--- src/design/smls_pkg.sv ---
// Shared constants for the installation test mode link sequencer
package smls_pkg;
    localparam int CLK_HZ = 40000000;
    localparam int HOLD_MS = 3000;
    localparam int WAKE_MS = 1000;
    localparam int MEAS_S = 180;
    localparam int CONN_TMO_S = 300;
    localparam int RETRY_S = 120;
    localparam int RESULT_S = 300;
    localparam int MAX_TRIES = 2;
    localparam int SEGMENTS = 8;
    localparam int TICK_CYC = CLK_HZ / 1000;
    localparam int HOLD_TICKS = HOLD_MS;
    localparam int WAKE_TICKS = WAKE_MS;
    localparam int SEG_TICKS = (HOLD_TICKS + SEGMENTS - 1) / SEGMENTS;
    localparam int SEC_TICKS = 1000;
    localparam logic [1:0] DISP_IDLE = 2'h0;
    localparam logic [1:0] DISP_CONNECT = 2'h1;
    localparam logic [1:0] DISP_SYNC = 2'h2;
    localparam logic [1:0] DISP_MEASURE = 2'h3;
    localparam logic [1:0] RES_NONE = 2'h0;
    localparam logic [1:0] RES_OK = 2'h1;
    localparam logic [1:0] RES_FAIL = 2'h2;
endpackage

--- src/design/smls_tick.sv ---
// Millisecond tick divider
`timescale 1ns/1ps
module smls_tick #(
    parameter int DIV = 40000
) (
    input wire logic mclk,
    input wire logic rst_n,
    input wire logic ce,
    output logic tick
);
    logic [31:0] cnt_r;
    logic [31:0] cnt_nxt;

    always_comb begin
        if (cnt_r >= 32'(DIV - 1)) begin
            cnt_nxt = 32'h0;
        end else begin
            cnt_nxt = cnt_r + 32'h1;
        end
    end

    always_ff @(posedge mclk) begin
        if (!rst_n) begin
            cnt_r <= 32'h0;
        end else if (ce) begin
            cnt_r <= cnt_nxt;
        end
    end

    assign tick = ce && (cnt_r >= 32'(DIV - 1));
endmodule

--- src/design/smls_seq.sv ---
// Installation test mode sequencer with connection retry handling
// How it works
// Test mode starts only after reed switch held continuously three seconds.
// Hold progress lights segments one by one; all lit means mode active.
// On entry, connect to server and report test mode activation first.
// Each connection shows connect phase, then data synchronisation phase.
// After report, disconnect and sample signal level up to three minutes.
// Sensor values are captured throughout the measurement window.
// Remaining window seconds are counted down, shown and offered for report.
// Window expiry opens second connection and sends level and sensor data.
// Second connection not up within five minutes ends test mode failed.
// After abort wait two minutes before retry; at most two attempts.
// A one second reed press switches the display back on.
// Result stays on display for five minutes after test mode ends.
// Afterwards return to normal operation with no operator input.
`timescale 1ns/1ps
module smls_seq #(
    parameter int TICK_DIV = smls_pkg::TICK_CYC,
    parameter int SEC_TICKS = smls_pkg::SEC_TICKS,
    parameter int LVL_W = 8,
    parameter int SNS_W = 16
) (
    input wire logic mclk,
    input wire logic rst_n,
    input wire logic ce,
    input wire logic reed,
    input wire logic link_up,
    input wire logic link_abort,
    input wire logic sync_done,
    input wire logic [LVL_W-1:0] sig_level,
    input wire logic [SNS_W-1:0] sensor_val,
    output logic link_req,
    output logic send_report,
    output logic send_results,
    output logic [1:0] disp_phase,
    output logic [smls_pkg::SEGMENTS-1:0] disp_segments,
    output logic disp_on,
    output logic [8:0] remain_s,
    output logic [LVL_W-1:0] min_level,
    output logic [LVL_W-1:0] max_level,
    output logic [SNS_W-1:0] sensor_last,
    output logic sample_strobe,
    output logic [1:0] result,
    output logic test_active,
    output logic normal_mode
);
    typedef enum {
        SMLS_NORMAL, SMLS_CONN1, SMLS_SYNC1, SMLS_MEASURE,
        SMLS_CONN2, SMLS_SYNC2, SMLS_WAIT, SMLS_RESULT
    } smls_state_t;

    logic tick;
    smls_state_t st_r, st_nxt;
    logic [15:0] ms_r, ms_nxt;
    logic [15:0] hold_r, hold_nxt;
    logic [8:0] sec_r, sec_nxt;
    logic [8:0] tmo_r, tmo_nxt;
    logic [1:0] tries_r, tries_nxt;
    logic disp_r, disp_nxt;
    logic [1:0] res_r, res_nxt;
    logic [1:0] ph_r, ph_nxt;
    logic [LVL_W-1:0] min_r, min_nxt, max_r, max_nxt;
    logic [SNS_W-1:0] sns_r, sns_nxt;
    logic smp_r, smp_nxt;
    logic conn2_r, conn2_nxt;
    logic sec_tick;
    logic second_conn;

    smls_tick #(.DIV(TICK_DIV)) u_tick (
        .mclk(mclk),
        .rst_n(rst_n),
        .ce(ce),
        .tick(tick)
    );

    assign sec_tick = tick && (ms_r == 16'(SEC_TICKS - 1));
    assign second_conn = (st_r == SMLS_CONN2) || (st_r == SMLS_SYNC2);

    always_comb begin
        st_nxt = st_r;
        ms_nxt = ms_r;
        hold_nxt = hold_r;
        sec_nxt = sec_r;
        tmo_nxt = tmo_r;
        tries_nxt = tries_r;
        disp_nxt = disp_r;
        res_nxt = res_r;
        ph_nxt = ph_r;
        min_nxt = min_r;
        max_nxt = max_r;
        sns_nxt = sns_r;
        conn2_nxt = conn2_r;
        smp_nxt = 1'b0;
        if (tick) begin
            ms_nxt = sec_tick ? 16'h0 : ms_r + 16'h1;
        end
        // Hold counter saturates; any release restarts it
        if (!reed) begin
            hold_nxt = 16'h0;
        end else if (tick && hold_r != 16'hFFFF) begin
            hold_nxt = hold_r + 16'h1;
        end
        unique case (st_r)
            SMLS_NORMAL: begin
                if (reed && hold_r >= 16'(smls_pkg::HOLD_TICKS)) begin
                    st_nxt = SMLS_CONN1;
                    ph_nxt = smls_pkg::DISP_CONNECT;
                    tries_nxt = 2'h1;
                    tmo_nxt = 9'(smls_pkg::CONN_TMO_S);
                    res_nxt = smls_pkg::RES_NONE;
                    disp_nxt = 1'b1;
                    hold_nxt = 16'h0;
                    conn2_nxt = 1'b0;
                end
            end
            SMLS_CONN1, SMLS_CONN2: begin
                if (link_abort) begin
                    st_nxt = SMLS_WAIT;
                    sec_nxt = 9'(smls_pkg::RETRY_S);
                end else if (link_up) begin
                    st_nxt = (st_r == SMLS_CONN1) ? SMLS_SYNC1 : SMLS_SYNC2;
                    ph_nxt = smls_pkg::DISP_SYNC;
                end
            end
            SMLS_SYNC1: begin
                if (link_abort) begin
                    st_nxt = SMLS_WAIT;
                    sec_nxt = 9'(smls_pkg::RETRY_S);
                end else if (sync_done) begin
                    st_nxt = SMLS_MEASURE;
                    ph_nxt = smls_pkg::DISP_MEASURE;
                    sec_nxt = 9'(smls_pkg::MEAS_S);
                    min_nxt = '1;
                    max_nxt = '0;
                end
            end
            SMLS_MEASURE: begin
                if (sec_tick) begin
                    smp_nxt = 1'b1;
                    sns_nxt = sensor_val;
                    if (sig_level < min_r) begin
                        min_nxt = sig_level;
                    end
                    if (sig_level > max_r) begin
                        max_nxt = sig_level;
                    end
                    if (sec_r <= 9'h1) begin
                        sec_nxt = 9'h0;
                        st_nxt = SMLS_CONN2;
                        conn2_nxt = 1'b1;
                        ph_nxt = smls_pkg::DISP_CONNECT;
                        tries_nxt = 2'h1;
                        tmo_nxt = 9'(smls_pkg::CONN_TMO_S);
                    end else begin
                        sec_nxt = sec_r - 9'h1;
                    end
                end
            end
            SMLS_SYNC2: begin
                if (link_abort) begin
                    st_nxt = SMLS_WAIT;
                    sec_nxt = 9'(smls_pkg::RETRY_S);
                end else if (sync_done) begin
                    st_nxt = SMLS_RESULT;
                    res_nxt = smls_pkg::RES_OK;
                    sec_nxt = 9'(smls_pkg::RESULT_S);
                    ph_nxt = smls_pkg::DISP_IDLE;
                    disp_nxt = 1'b1;
                end
            end
            SMLS_WAIT: begin
                if (tries_r >= 2'(smls_pkg::MAX_TRIES)) begin
                    // Out of attempts: the attempt budget ends the mode early
                    st_nxt = SMLS_RESULT;
                    res_nxt = smls_pkg::RES_FAIL;
                    sec_nxt = 9'(smls_pkg::RESULT_S);
                    ph_nxt = smls_pkg::DISP_IDLE;
                    disp_nxt = 1'b1;
                end else if (sec_tick) begin
                    if (sec_r <= 9'h1) begin
                        tries_nxt = tries_r + 2'h1;
                        st_nxt = conn2_r ? SMLS_CONN2 : SMLS_CONN1;
                        ph_nxt = smls_pkg::DISP_CONNECT;
                    end else begin
                        sec_nxt = sec_r - 9'h1;
                    end
                end
            end
            SMLS_RESULT: begin
                if (sec_tick) begin
                    if (sec_r <= 9'h1) begin
                        st_nxt = SMLS_NORMAL;
                        res_nxt = smls_pkg::RES_NONE;
                        disp_nxt = 1'b0;
                    end else begin
                        sec_nxt = sec_r - 9'h1;
                    end
                end
            end
        endcase
        // After the state logic, so a press outweighs the end-of-result clear
        if (reed && hold_r >= 16'(smls_pkg::WAKE_TICKS)) begin
            disp_nxt = 1'b1;
        end
        // Second connection has a hard timeout across its retries
        if (second_conn || (st_r == SMLS_WAIT && conn2_r)) begin
            if (sec_tick && st_r != SMLS_NORMAL) begin
                if (tmo_r <= 9'h1) begin
                    st_nxt = SMLS_RESULT;
                    res_nxt = smls_pkg::RES_FAIL;
                    sec_nxt = 9'(smls_pkg::RESULT_S);
                    ph_nxt = smls_pkg::DISP_IDLE;
                    disp_nxt = 1'b1;
                    tmo_nxt = 9'h0;
                end else begin
                    tmo_nxt = tmo_r - 9'h1;
                end
            end
        end
    end

    always_ff @(posedge mclk) begin
        if (!rst_n) begin
            st_r <= SMLS_NORMAL;
            ms_r <= 16'h0;
            hold_r <= 16'h0;
            sec_r <= 9'h0;
            tmo_r <= 9'h0;
            tries_r <= 2'h0;
            disp_r <= 1'b0;
            res_r <= smls_pkg::RES_NONE;
            ph_r <= smls_pkg::DISP_IDLE;
            min_r <= '0;
            max_r <= '0;
            sns_r <= '0;
            smp_r <= 1'b0;
            conn2_r <= 1'b0;
        end else if (ce) begin
            st_r <= st_nxt;
            ms_r <= ms_nxt;
            hold_r <= hold_nxt;
            sec_r <= sec_nxt;
            tmo_r <= tmo_nxt;
            tries_r <= tries_nxt;
            disp_r <= disp_nxt;
            res_r <= res_nxt;
            ph_r <= ph_nxt;
            min_r <= min_nxt;
            max_r <= max_nxt;
            sns_r <= sns_nxt;
            smp_r <= smp_nxt;
            conn2_r <= conn2_nxt;
        end
    end

    // Segments fill as hold time accumulates; only shown before mode entry
    always_comb begin
        disp_segments = '0;
        for (int i = 0; i < smls_pkg::SEGMENTS; i++) begin
            if (st_r == SMLS_NORMAL && hold_r >= 16'((i + 1) * smls_pkg::SEG_TICKS)) begin
                disp_segments[i] = 1'b1;
            end
        end
    end

    assign link_req = (st_r == SMLS_CONN1) || (st_r == SMLS_CONN2);
    assign send_report = (st_r == SMLS_SYNC1);
    assign send_results = (st_r == SMLS_SYNC2);
    assign disp_phase = (st_r == SMLS_WAIT) ? smls_pkg::DISP_IDLE : ph_r;
    assign disp_on = disp_r;
    assign remain_s = (st_r == SMLS_MEASURE) ? sec_r : 9'h0;
    assign min_level = min_r;
    assign max_level = max_r;
    assign sensor_last = sns_r;
    assign sample_strobe = smp_r;
    assign result = res_r;
    assign test_active = (st_r != SMLS_NORMAL) && (st_r != SMLS_RESULT);
    assign normal_mode = (st_r == SMLS_NORMAL) || (st_r == SMLS_RESULT);
endmodule

--- config.mk ---
export PLATFORM = sky130hd
export DESIGN_NAME = smls_seq
export DESIGN_NICKNAME = d
export VERILOG_FILES = /design/src/design/smls_pkg.sv /design/src/design/smls_tick.sv /design/src/design/smls_seq.sv
export SDC_FILE = /design/constraint.sdc
export NUM_CORES = 1
export LEC_CHECK = 0
export BUFFER_PORTS_ARGS = -buffer_cell sky130_fd_sc_hd__buf_4
export CELL_PAD_IN_SITES_DETAIL_PLACEMENT = 1
export CELL_PAD_IN_SITES_GLOBAL_PLACEMENT = 2
export CORE_AREA = 2 2 235 121
export DETAILED_ROUTE_END_ITERATION = 8
export DIE_AREA = 0 0 237 123
export PLACE_DENSITY_LB_ADDON = 0.1
export SETUP_SLACK_MARGIN = 0.4
export SLEW_MARGIN = 20
export SYNTH_ARGS = -nofsm -noshare
export SYNTH_HDL_FRONTEND = slang
export SYNTH_SLANG_ARGS = --single-unit
--- constraint.sdc ---
create_clock -name mclk -period 2.51 [get_ports mclk]
set_input_delay 0.1255 -clock mclk [delete_from_list [all_inputs] [get_ports mclk]]
set_output_delay 0.1255 -clock mclk [all_outputs]
set_load 0.02 [all_outputs]
==> metrics.txt, run 1 <==
minimum clock period=2.52 ns; worst skew pair latency=0.47 ns; Max-cap violations=0; Pleak=5.59 nW; via count=9478; Initial Util=31.4%; pre-CTS setup slack=-0.137 ns; vias in the first global route=9061; Die W=237 µm; Syn. warnings=0; dpl cells=1617; Post-Layout Inst Area=0.0140 mm²; cell taking the most area after synthesis=dfxtp_1; drt drc=0; Reg clk slew, reported paths=0.08 ns; final worst slack=-0.00590 ns; antenna violations before repair=0; syn avg cell area=7.94 µm²; worst setup path class=flop to flop; Worst-Margin Slew=0.675 ns; Overall Power=0.00613 W; Synth Net Count=1133; buffer depth of the longest clock path=2; failing checks=negative setup slack; Hold Slack=0.0616 ns; Max FO, Critical Path=4; initial detailed-routing violation count=736; count of different cell masters after synthesis=75; HP Class=primary input to flop; multiplexer share of the synthesized area=1.29%; global-route wire length before repair=54.9 mm; H-tree Lvls=4; register area share after synthesis=36.3%; drt via density=5.43; Post-synth EDFFs=0; Die Span Y=123 µm; Worst Path Arrival=2.87 ns; P per Cell Area=438 mW/mm²; Final Max Slew Viols=0; antenna-violating nets left=0; Adder-Cell Fraction of Synth Area=3.96%; Layout Nets=1428; gpl congestion=0.886; DP Wirelength=25.5 mm; I/O pin count=91; TritonCTS clock tree=yes; number of synthesized register bits=155; Cell Rows=43; Post-Syn Area=0.00854 mm²; port bufs=90; main combinational cell family by area after synthesis=simple AND/OR/NAND/NOR gates; post-synth top area share=36.3%; TritonRoute pass-1 iters=5; proportion of layout cells with a drive suffix above 1=44.8%; Synth Instances=1075; grt ovf=0; period utilization=100%; cell with the most instances after synthesis=dfxtp_1; RSZ-0062 raised after global routing=true; GR Util All Layers=24.8%; clk sink count=155; XOR/XNOR Fraction of Synth Area=5.23%; Post-synth top flop=dfxtp_1; Fmax=397 MHz; dpl cell area=0.0107 mm²; crit path launch type=flop; final non-filler cell total=1744; maximum VDD drop=0.476 mV; simple-gate portion of the synthesized area=28.8%; CP required=2.86 ns; layout overhead on the synthesized area=64.0%; CTS root buf=clkbuf_16; Routed Wire Length=37.0 mm; CP endpoint kind=flop; final hold violation count=0; largest net degree at the start of global routing=38; Slew headroom=54.7%; WL/cell=21.2 µm; endpoints failing setup=1; post-synthesis compound-gate area fraction=19.3%; Core ar.=0.0272 mm²; Die ar.=0.0292 mm²; cts bufs inserted=17; status=finished with violations; Layout Skew=0.0152 ns; commonest cells in the netlist=dfxtp_1, nor2_1, nand2_1; Async SR Flop Fraction=0%; top post-synthesis cells by area=dfxtp_1, nor2_1, nand2_1
## repair_timing
item / 4_1_cts / 5_1_grt
setup buffers: 40 / 23
cloned: 3 / 4
resized for setup: 226 / 200
endpoints found under the setup margin: 179 / 179
pin swaps: 84 / 80
endpoints found under the hold margin: 32 / 0
hold buffers: 24 / 0
## layout by cell type (no fill, tap or decap), types with 7 or more instances in the layout
cell,count
a21boi_1,17
a21boi_2,7
a21oi_1,37
a21oi_2,12
a31oi_1,15
and2_4,7
and3_1,29
and3_4,20
buf_12,13
buf_4,226
buf_6,70
clkbuf_16,20
dfxtp_1,132
dfxtp_2,20
dlygate4sd3_1,24
ha_1,20
inv_1,28
mux2i_1,11
nand2_1,107
nand3_1,31
nand4_1,19
nor2_1,97
nor2_2,19
nor2_4,8
nor2b_1,7
nor3_1,24
nor3_2,9
nor3_4,16
nor4_2,10
nor4_4,11
o21ai_0,28
o21ai_1,12
o21ai_2,10
o221a_4,8
or3_1,12
xnor2_1,26
xor2_1,22
## path summary, 6_finish.rpt
check                                                    to  slack (ns)  cells after the start                   startpoint
worst min-delay path                   st_r[1]$_SDFFE_PN0P_        0.06                      3                           ce
worst max-delay path                   disp_on$_SDFFE_PN0P_      -0.006                      9        ms_r[15]$_SDFFE_PN0P_
worst min register to register  sensor_last[9]$_SDFFE_PN0P_        0.45                      2  sensor_last[9]$_SDFFE_PN0P_
worst max register to register         disp_on$_SDFFE_PN0P_      -0.006                      9        ms_r[15]$_SDFFE_PN0P_
## critical path, cell delays in order, from the launching register on
cell	delay, ns
dfxtp_2	0.32
or4b_4	0.54
and4b_2	0.41
buf_6	0.14
and3_4	0.24
buf_12	0.12
nand2_4	0.04
or3_4	0.36
a211oi_2	0.17
nor2_1	0.05
## state kept, by name, indices dropped and copies added, names as in the netlist, 2 cells and up
| signal | flops |
|---|---|
| max_level | 8 |
| sec_r | 9 |
| hold_r | 16 |
| tmo_r | 9 |
| st_r | 32 |
| tries_r | 2 |
| sensor_last | 16 |
| min_level | 8 |
| result | 2 |
| ph_r | 2 |
| u_tick.cnt_r | 32 |
| ms_r | 16 |
## through the flow
stage | util (%) | setup TNS [ns]
3_5_place_dp | 39.5 | -1.56
3_3_place_gp | 39.5 | -1.03
6_report | 51.5 | -0.00590
2_1_floorplan | - | 0
4_1_cts | 47.4 | 0
5_1_grt | 51.5 | -0.315
## cell type report
cell class / count / area (µm²)
sequential: 155 / 3140
antenna: 1 / 2.50
clock buffer: 17 / 425
fill: 3051 / 13200
tap: 360 / 450
inverter: 34 / 133
multi-input combinational: 823 / 6560
timing repair buffer: 339 / 3100
clock inverter: 15 / 201
## report_power, final
part | switching [W] | internal [W] | leakage, nW | total (W)
logic | 0.000469 | 0.000352 | 4.02 | 0.000821
registers | 0.0000208 | 0.00247 | 1.26 | 0.00250
clock network | 0.00129 | 0.00152 | 0.306 | 0.00281
total | 0.00178 | 0.00435 | 5.59 | 0.00613
## per-layer routing
metal | vias to the layer above | wire length, µm | track usage [%] | share of wire [%]
met5 | - | 0 | 0 | 0
met4 | 0 | 328 | 4.98 | 0.89
met3 | 33 | 2730 | 7.66 | 7.4
met2 | 300 | 14000 | 31.3 | 38
met1 | 4688 | 20000 | 39.4 | 54
li1 | 4457 | - | - | -
## cells by family after synthesis
group / Yosys count
AND/OR/NAND/NOR: 498
AO/OA/AOI/OAI: 236
flip-flops: 155
buffers and inverters: 97
XOR/XNOR: 51
adder cells (fa/ha/maj): 27
multiplexers: 11
No activity file was read; power rests on OpenSTA's default activity.
==> run 2, diff against run 1 <==
--- a/config.mk
+++ b/config.mk
@@ -8,9 +8,9 @@
 export BUFFER_PORTS_ARGS = -buffer_cell sky130_fd_sc_hd__buf_4
 export CELL_PAD_IN_SITES_DETAIL_PLACEMENT = 1
 export CELL_PAD_IN_SITES_GLOBAL_PLACEMENT = 2
-export CORE_AREA = 2 2 235 121
+export CORE_AREA = 2 2 224 116
 export DETAILED_ROUTE_END_ITERATION = 8
-export DIE_AREA = 0 0 237 123
+export DIE_AREA = 0 0 226 118
 export PLACE_DENSITY_LB_ADDON = 0.1
 export SETUP_SLACK_MARGIN = 0.4
 export SLEW_MARGIN = 20
==> constraint.sdc (replaced) <==
create_clock -name mclk -period 2.7 [get_ports mclk]
set_input_delay 0.135 -clock mclk [delete_from_list [all_inputs] [get_ports mclk]]
set_output_delay 0.135 -clock mclk [all_outputs]
set_load 0.02 [all_outputs]
==> metrics.txt, run 2 (synthesis gave the netlist of run 1 again) <==
status=complete, no violations; initial detailed-routing violation count=891 (+21%); sw frac=28.5% (-0.59 points); Top Registers=st_r x32, u_tick.cnt_r x32; Clock power frac=43.3% (-2.6 points); worst skew pair latency=0.44 ns (-0.03 ns); cts bufs inserted=17 (unchanged); Initial Util=34.6% (+3.2 points); maximum VDD drop=0.360 mV (-24%); minimum clock period=2.57 ns (+0.0505 ns); antenna violations before repair=0 (unchanged); worst setup path class=flop to flop; total negative slack=0 ns (+0.00590 ns); worst r2r path cells=9 (unchanged); WL/cell=20.9 µm (-1.5%); Fill cells=2809 (-7.9%); TritonRoute pass-1 iters=7 (+2); area of the multi-input gates=0.00626 mm² (-4.5%); CTS root buf=clkbuf_16; Die W=226 µm (-4.6%); DP Wirelength=23.2 mm (-9.1%); buffer depth of the longest clock path=2 (unchanged); layout overhead on the synthesized area=54.0%; P per Cell Area=408 mW/mm² (-6.9%); Pleak=5.10 nW (-8.7%); Die ar.=0.0267 mm² (-8.5%); gpl congestion=0.902 (+1.8%); Setup crit start=ms_r[3]$_SDFFE_PN0P_; Die Span Y=118 µm (-4.1%); antenna-violating nets left=0 (unchanged); endpoints failing setup=0 (-1); Post-Layout Inst Area=0.0131 mm² (-6.1%); final hold violation count=0 (unchanged); final worst slack=0.134 ns (+0.139 ns); worst hold stages=3 (unchanged); Core ar.=0.0247 mm² (-9.2%); pre-CTS setup slack=0.128 ns (+0.265 ns); most frequent cells in the layout=buf_4, dfxtp_1, nand2_1, nor2_1, buf_6; crit path launch type=flop; Most Crowded Layer GR=met1; TritonCTS clock tree=yes; via count=9225 (-2.7%); clk sink count=155 (unchanged); Fmax=390 MHz (-2.0%); H-tree Lvls=4 (unchanged); grt ovf=0 (unchanged); GR Util All Layers=24.5% (-0.25 points); Max FO, Critical Path=15 (+11); most common cell after layout, fill and taps aside=buf_4; HP Class=primary input to flop; Register Area=0.00313 mm² (-0.24%); Routed Wire Length=34.8 mm (-6.0%); FF-to-FF End=st_r[24]$_SDFFE_PN0P_; period utilization=95.1% (-5.2 points); Final Max Slew Viols=0 (unchanged); global-route wire length before repair=50.7 mm (-7.7%); largest net degree at the start of global routing=89 (+130%); port bufs=90 (unchanged); Cell Rows=41 (-4.7%); Hold Slack=0.0493 ns (-0.0122 ns); RSZ-0062 raised after global routing=true; crit path capture=st_r[24]$_SDFFE_PN0P_; dpl cell area=0.0101 mm² (-6.4%); proportion of layout cells with a drive suffix above 1=39.0% (-5.7 points); Layout Nets=1365 (-4.4%); Max-cap violations=0 (unchanged); vias in the first global route=8586 (-5.2%); CP required=3.03 ns (+0.17 ns); Slew headroom=58.5% (+3.8 points); Reg clk slew, reported paths=0.07 ns (about the same); met2 Resource Use GR=31.4% (+0.15 points); Worst-Margin Slew=0.617 ns (-0.0580 ns); antenna cells=0 (-1); flop2flop setup slack=0.13 ns (+0.14 ns); met3 Use GR=6.69% (-0.97 points); internal power=0.00383 W (-12%); Critical R2R Launch=ms_r[3]$_SDFFE_PN0P_; Layout Skew=0.00884 ns (-0.00640 ns); drt via density=5.54 (+2.0%); Worst Path Arrival=2.90 ns (+0.03 ns); fin util=53.3% (+1.7 points); CP endpoint kind=flop; Comb pwr share=13.3% (about the same); register share of total power=43.4% (+2.7 points); I/O pin count=91 (unchanged); switching power=0.00153 W (-14%); grt met1 use=39.5% (+0.11 points); drt drc=0 (unchanged)
==> run 2: cell types whose count changed in the layout (fill, tap and decap cells not counted), moves of 9 or more <==
cell      change
buf_4        -54
a21boi_0     +18
buf_6        -12
a21boi_1     -11
and3_1        +9
and3_4        -9
==> run 2: final cells by class <==
cell class | instances | share of cell area, %
inverter | 34 | 0.999
clock inverter | 13 | 0.800
multi-input combinational | 823 | 47.6
clock buffer | 19 | 3.37
tap | 344 | 3.27
timing repair buffer | 276 | 20.1
sequential | 155 | 23.8
==> run 2: worst max-delay path, cell delays in order, from the launching register on <==
cell     delay [ns]
dfxtp_2        0.32
or4b_1         0.52
and4b_4        0.46
and4_4         0.33
nand2_4        0.08
nor2_4         0.17
o21ai_2        0.08
buf_6          0.16
buf_12         0.14
and3_1         0.18
==> run 2: how the worst min path moves through the flow <==
stage	startpoint	endpoint	slack (ns)
global placement	sensor_val[10]	sensor_last[10]$_SDFFE_PN0P_	0.40
detailed placement	sensor_val[10]	sensor_last[10]$_SDFFE_PN0P_	0.41
finish	rst_n	tmo_r[5]$_SDFFE_PN0P_	0.05
CTS	rst_n	tmo_r[5]$_SDFFE_PN0P_	0.004
global route	rst_n	tmo_r[5]$_SDFFE_PN0P_	0.05
floorplan	sensor_val[0]	sensor_last[0]$_SDFFE_PN0P_	0.28
==> run 2: timing repair <==
action,CTS,global route
pin swaps,33,77
cloned,2,10
hold buffers,24,0
endpoints found under the hold margin,31,0
gates resized for setup,113,265
setup endpoints to repair,130,177
buffers inserted,25,42
==> run 2: through the flow <==
step	std cells	total power (W)
5_1_grt	1664	0.00556
2_1_floorplan	1075	0.00265
3_5_place_dp	1529	0.00287
3_3_place_gp	1529	0.00287
6_report	1664	0.00536
4_1_cts	1612	0.00526
==> run 2: metal layers <==
metal  share of wire (%)  routed length [µm]
met1                  53               18500
met5                   0                   0
met4                 1.1                 370
met3                 7.3                2540
met2                  39               13500
==> run 2: power by group through the flow <==
stage          logic, W  clock network [W]  registers, W
3_5_place_dp   0.000495                  0       0.00238
3_3_place_gp   0.000495                  0       0.00238
2_1_floorplan  0.000278                  0       0.00237
5_1_grt        0.000760            0.00247       0.00233
6_report       0.000713            0.00232       0.00233
4_1_cts        0.000549            0.00239       0.00232
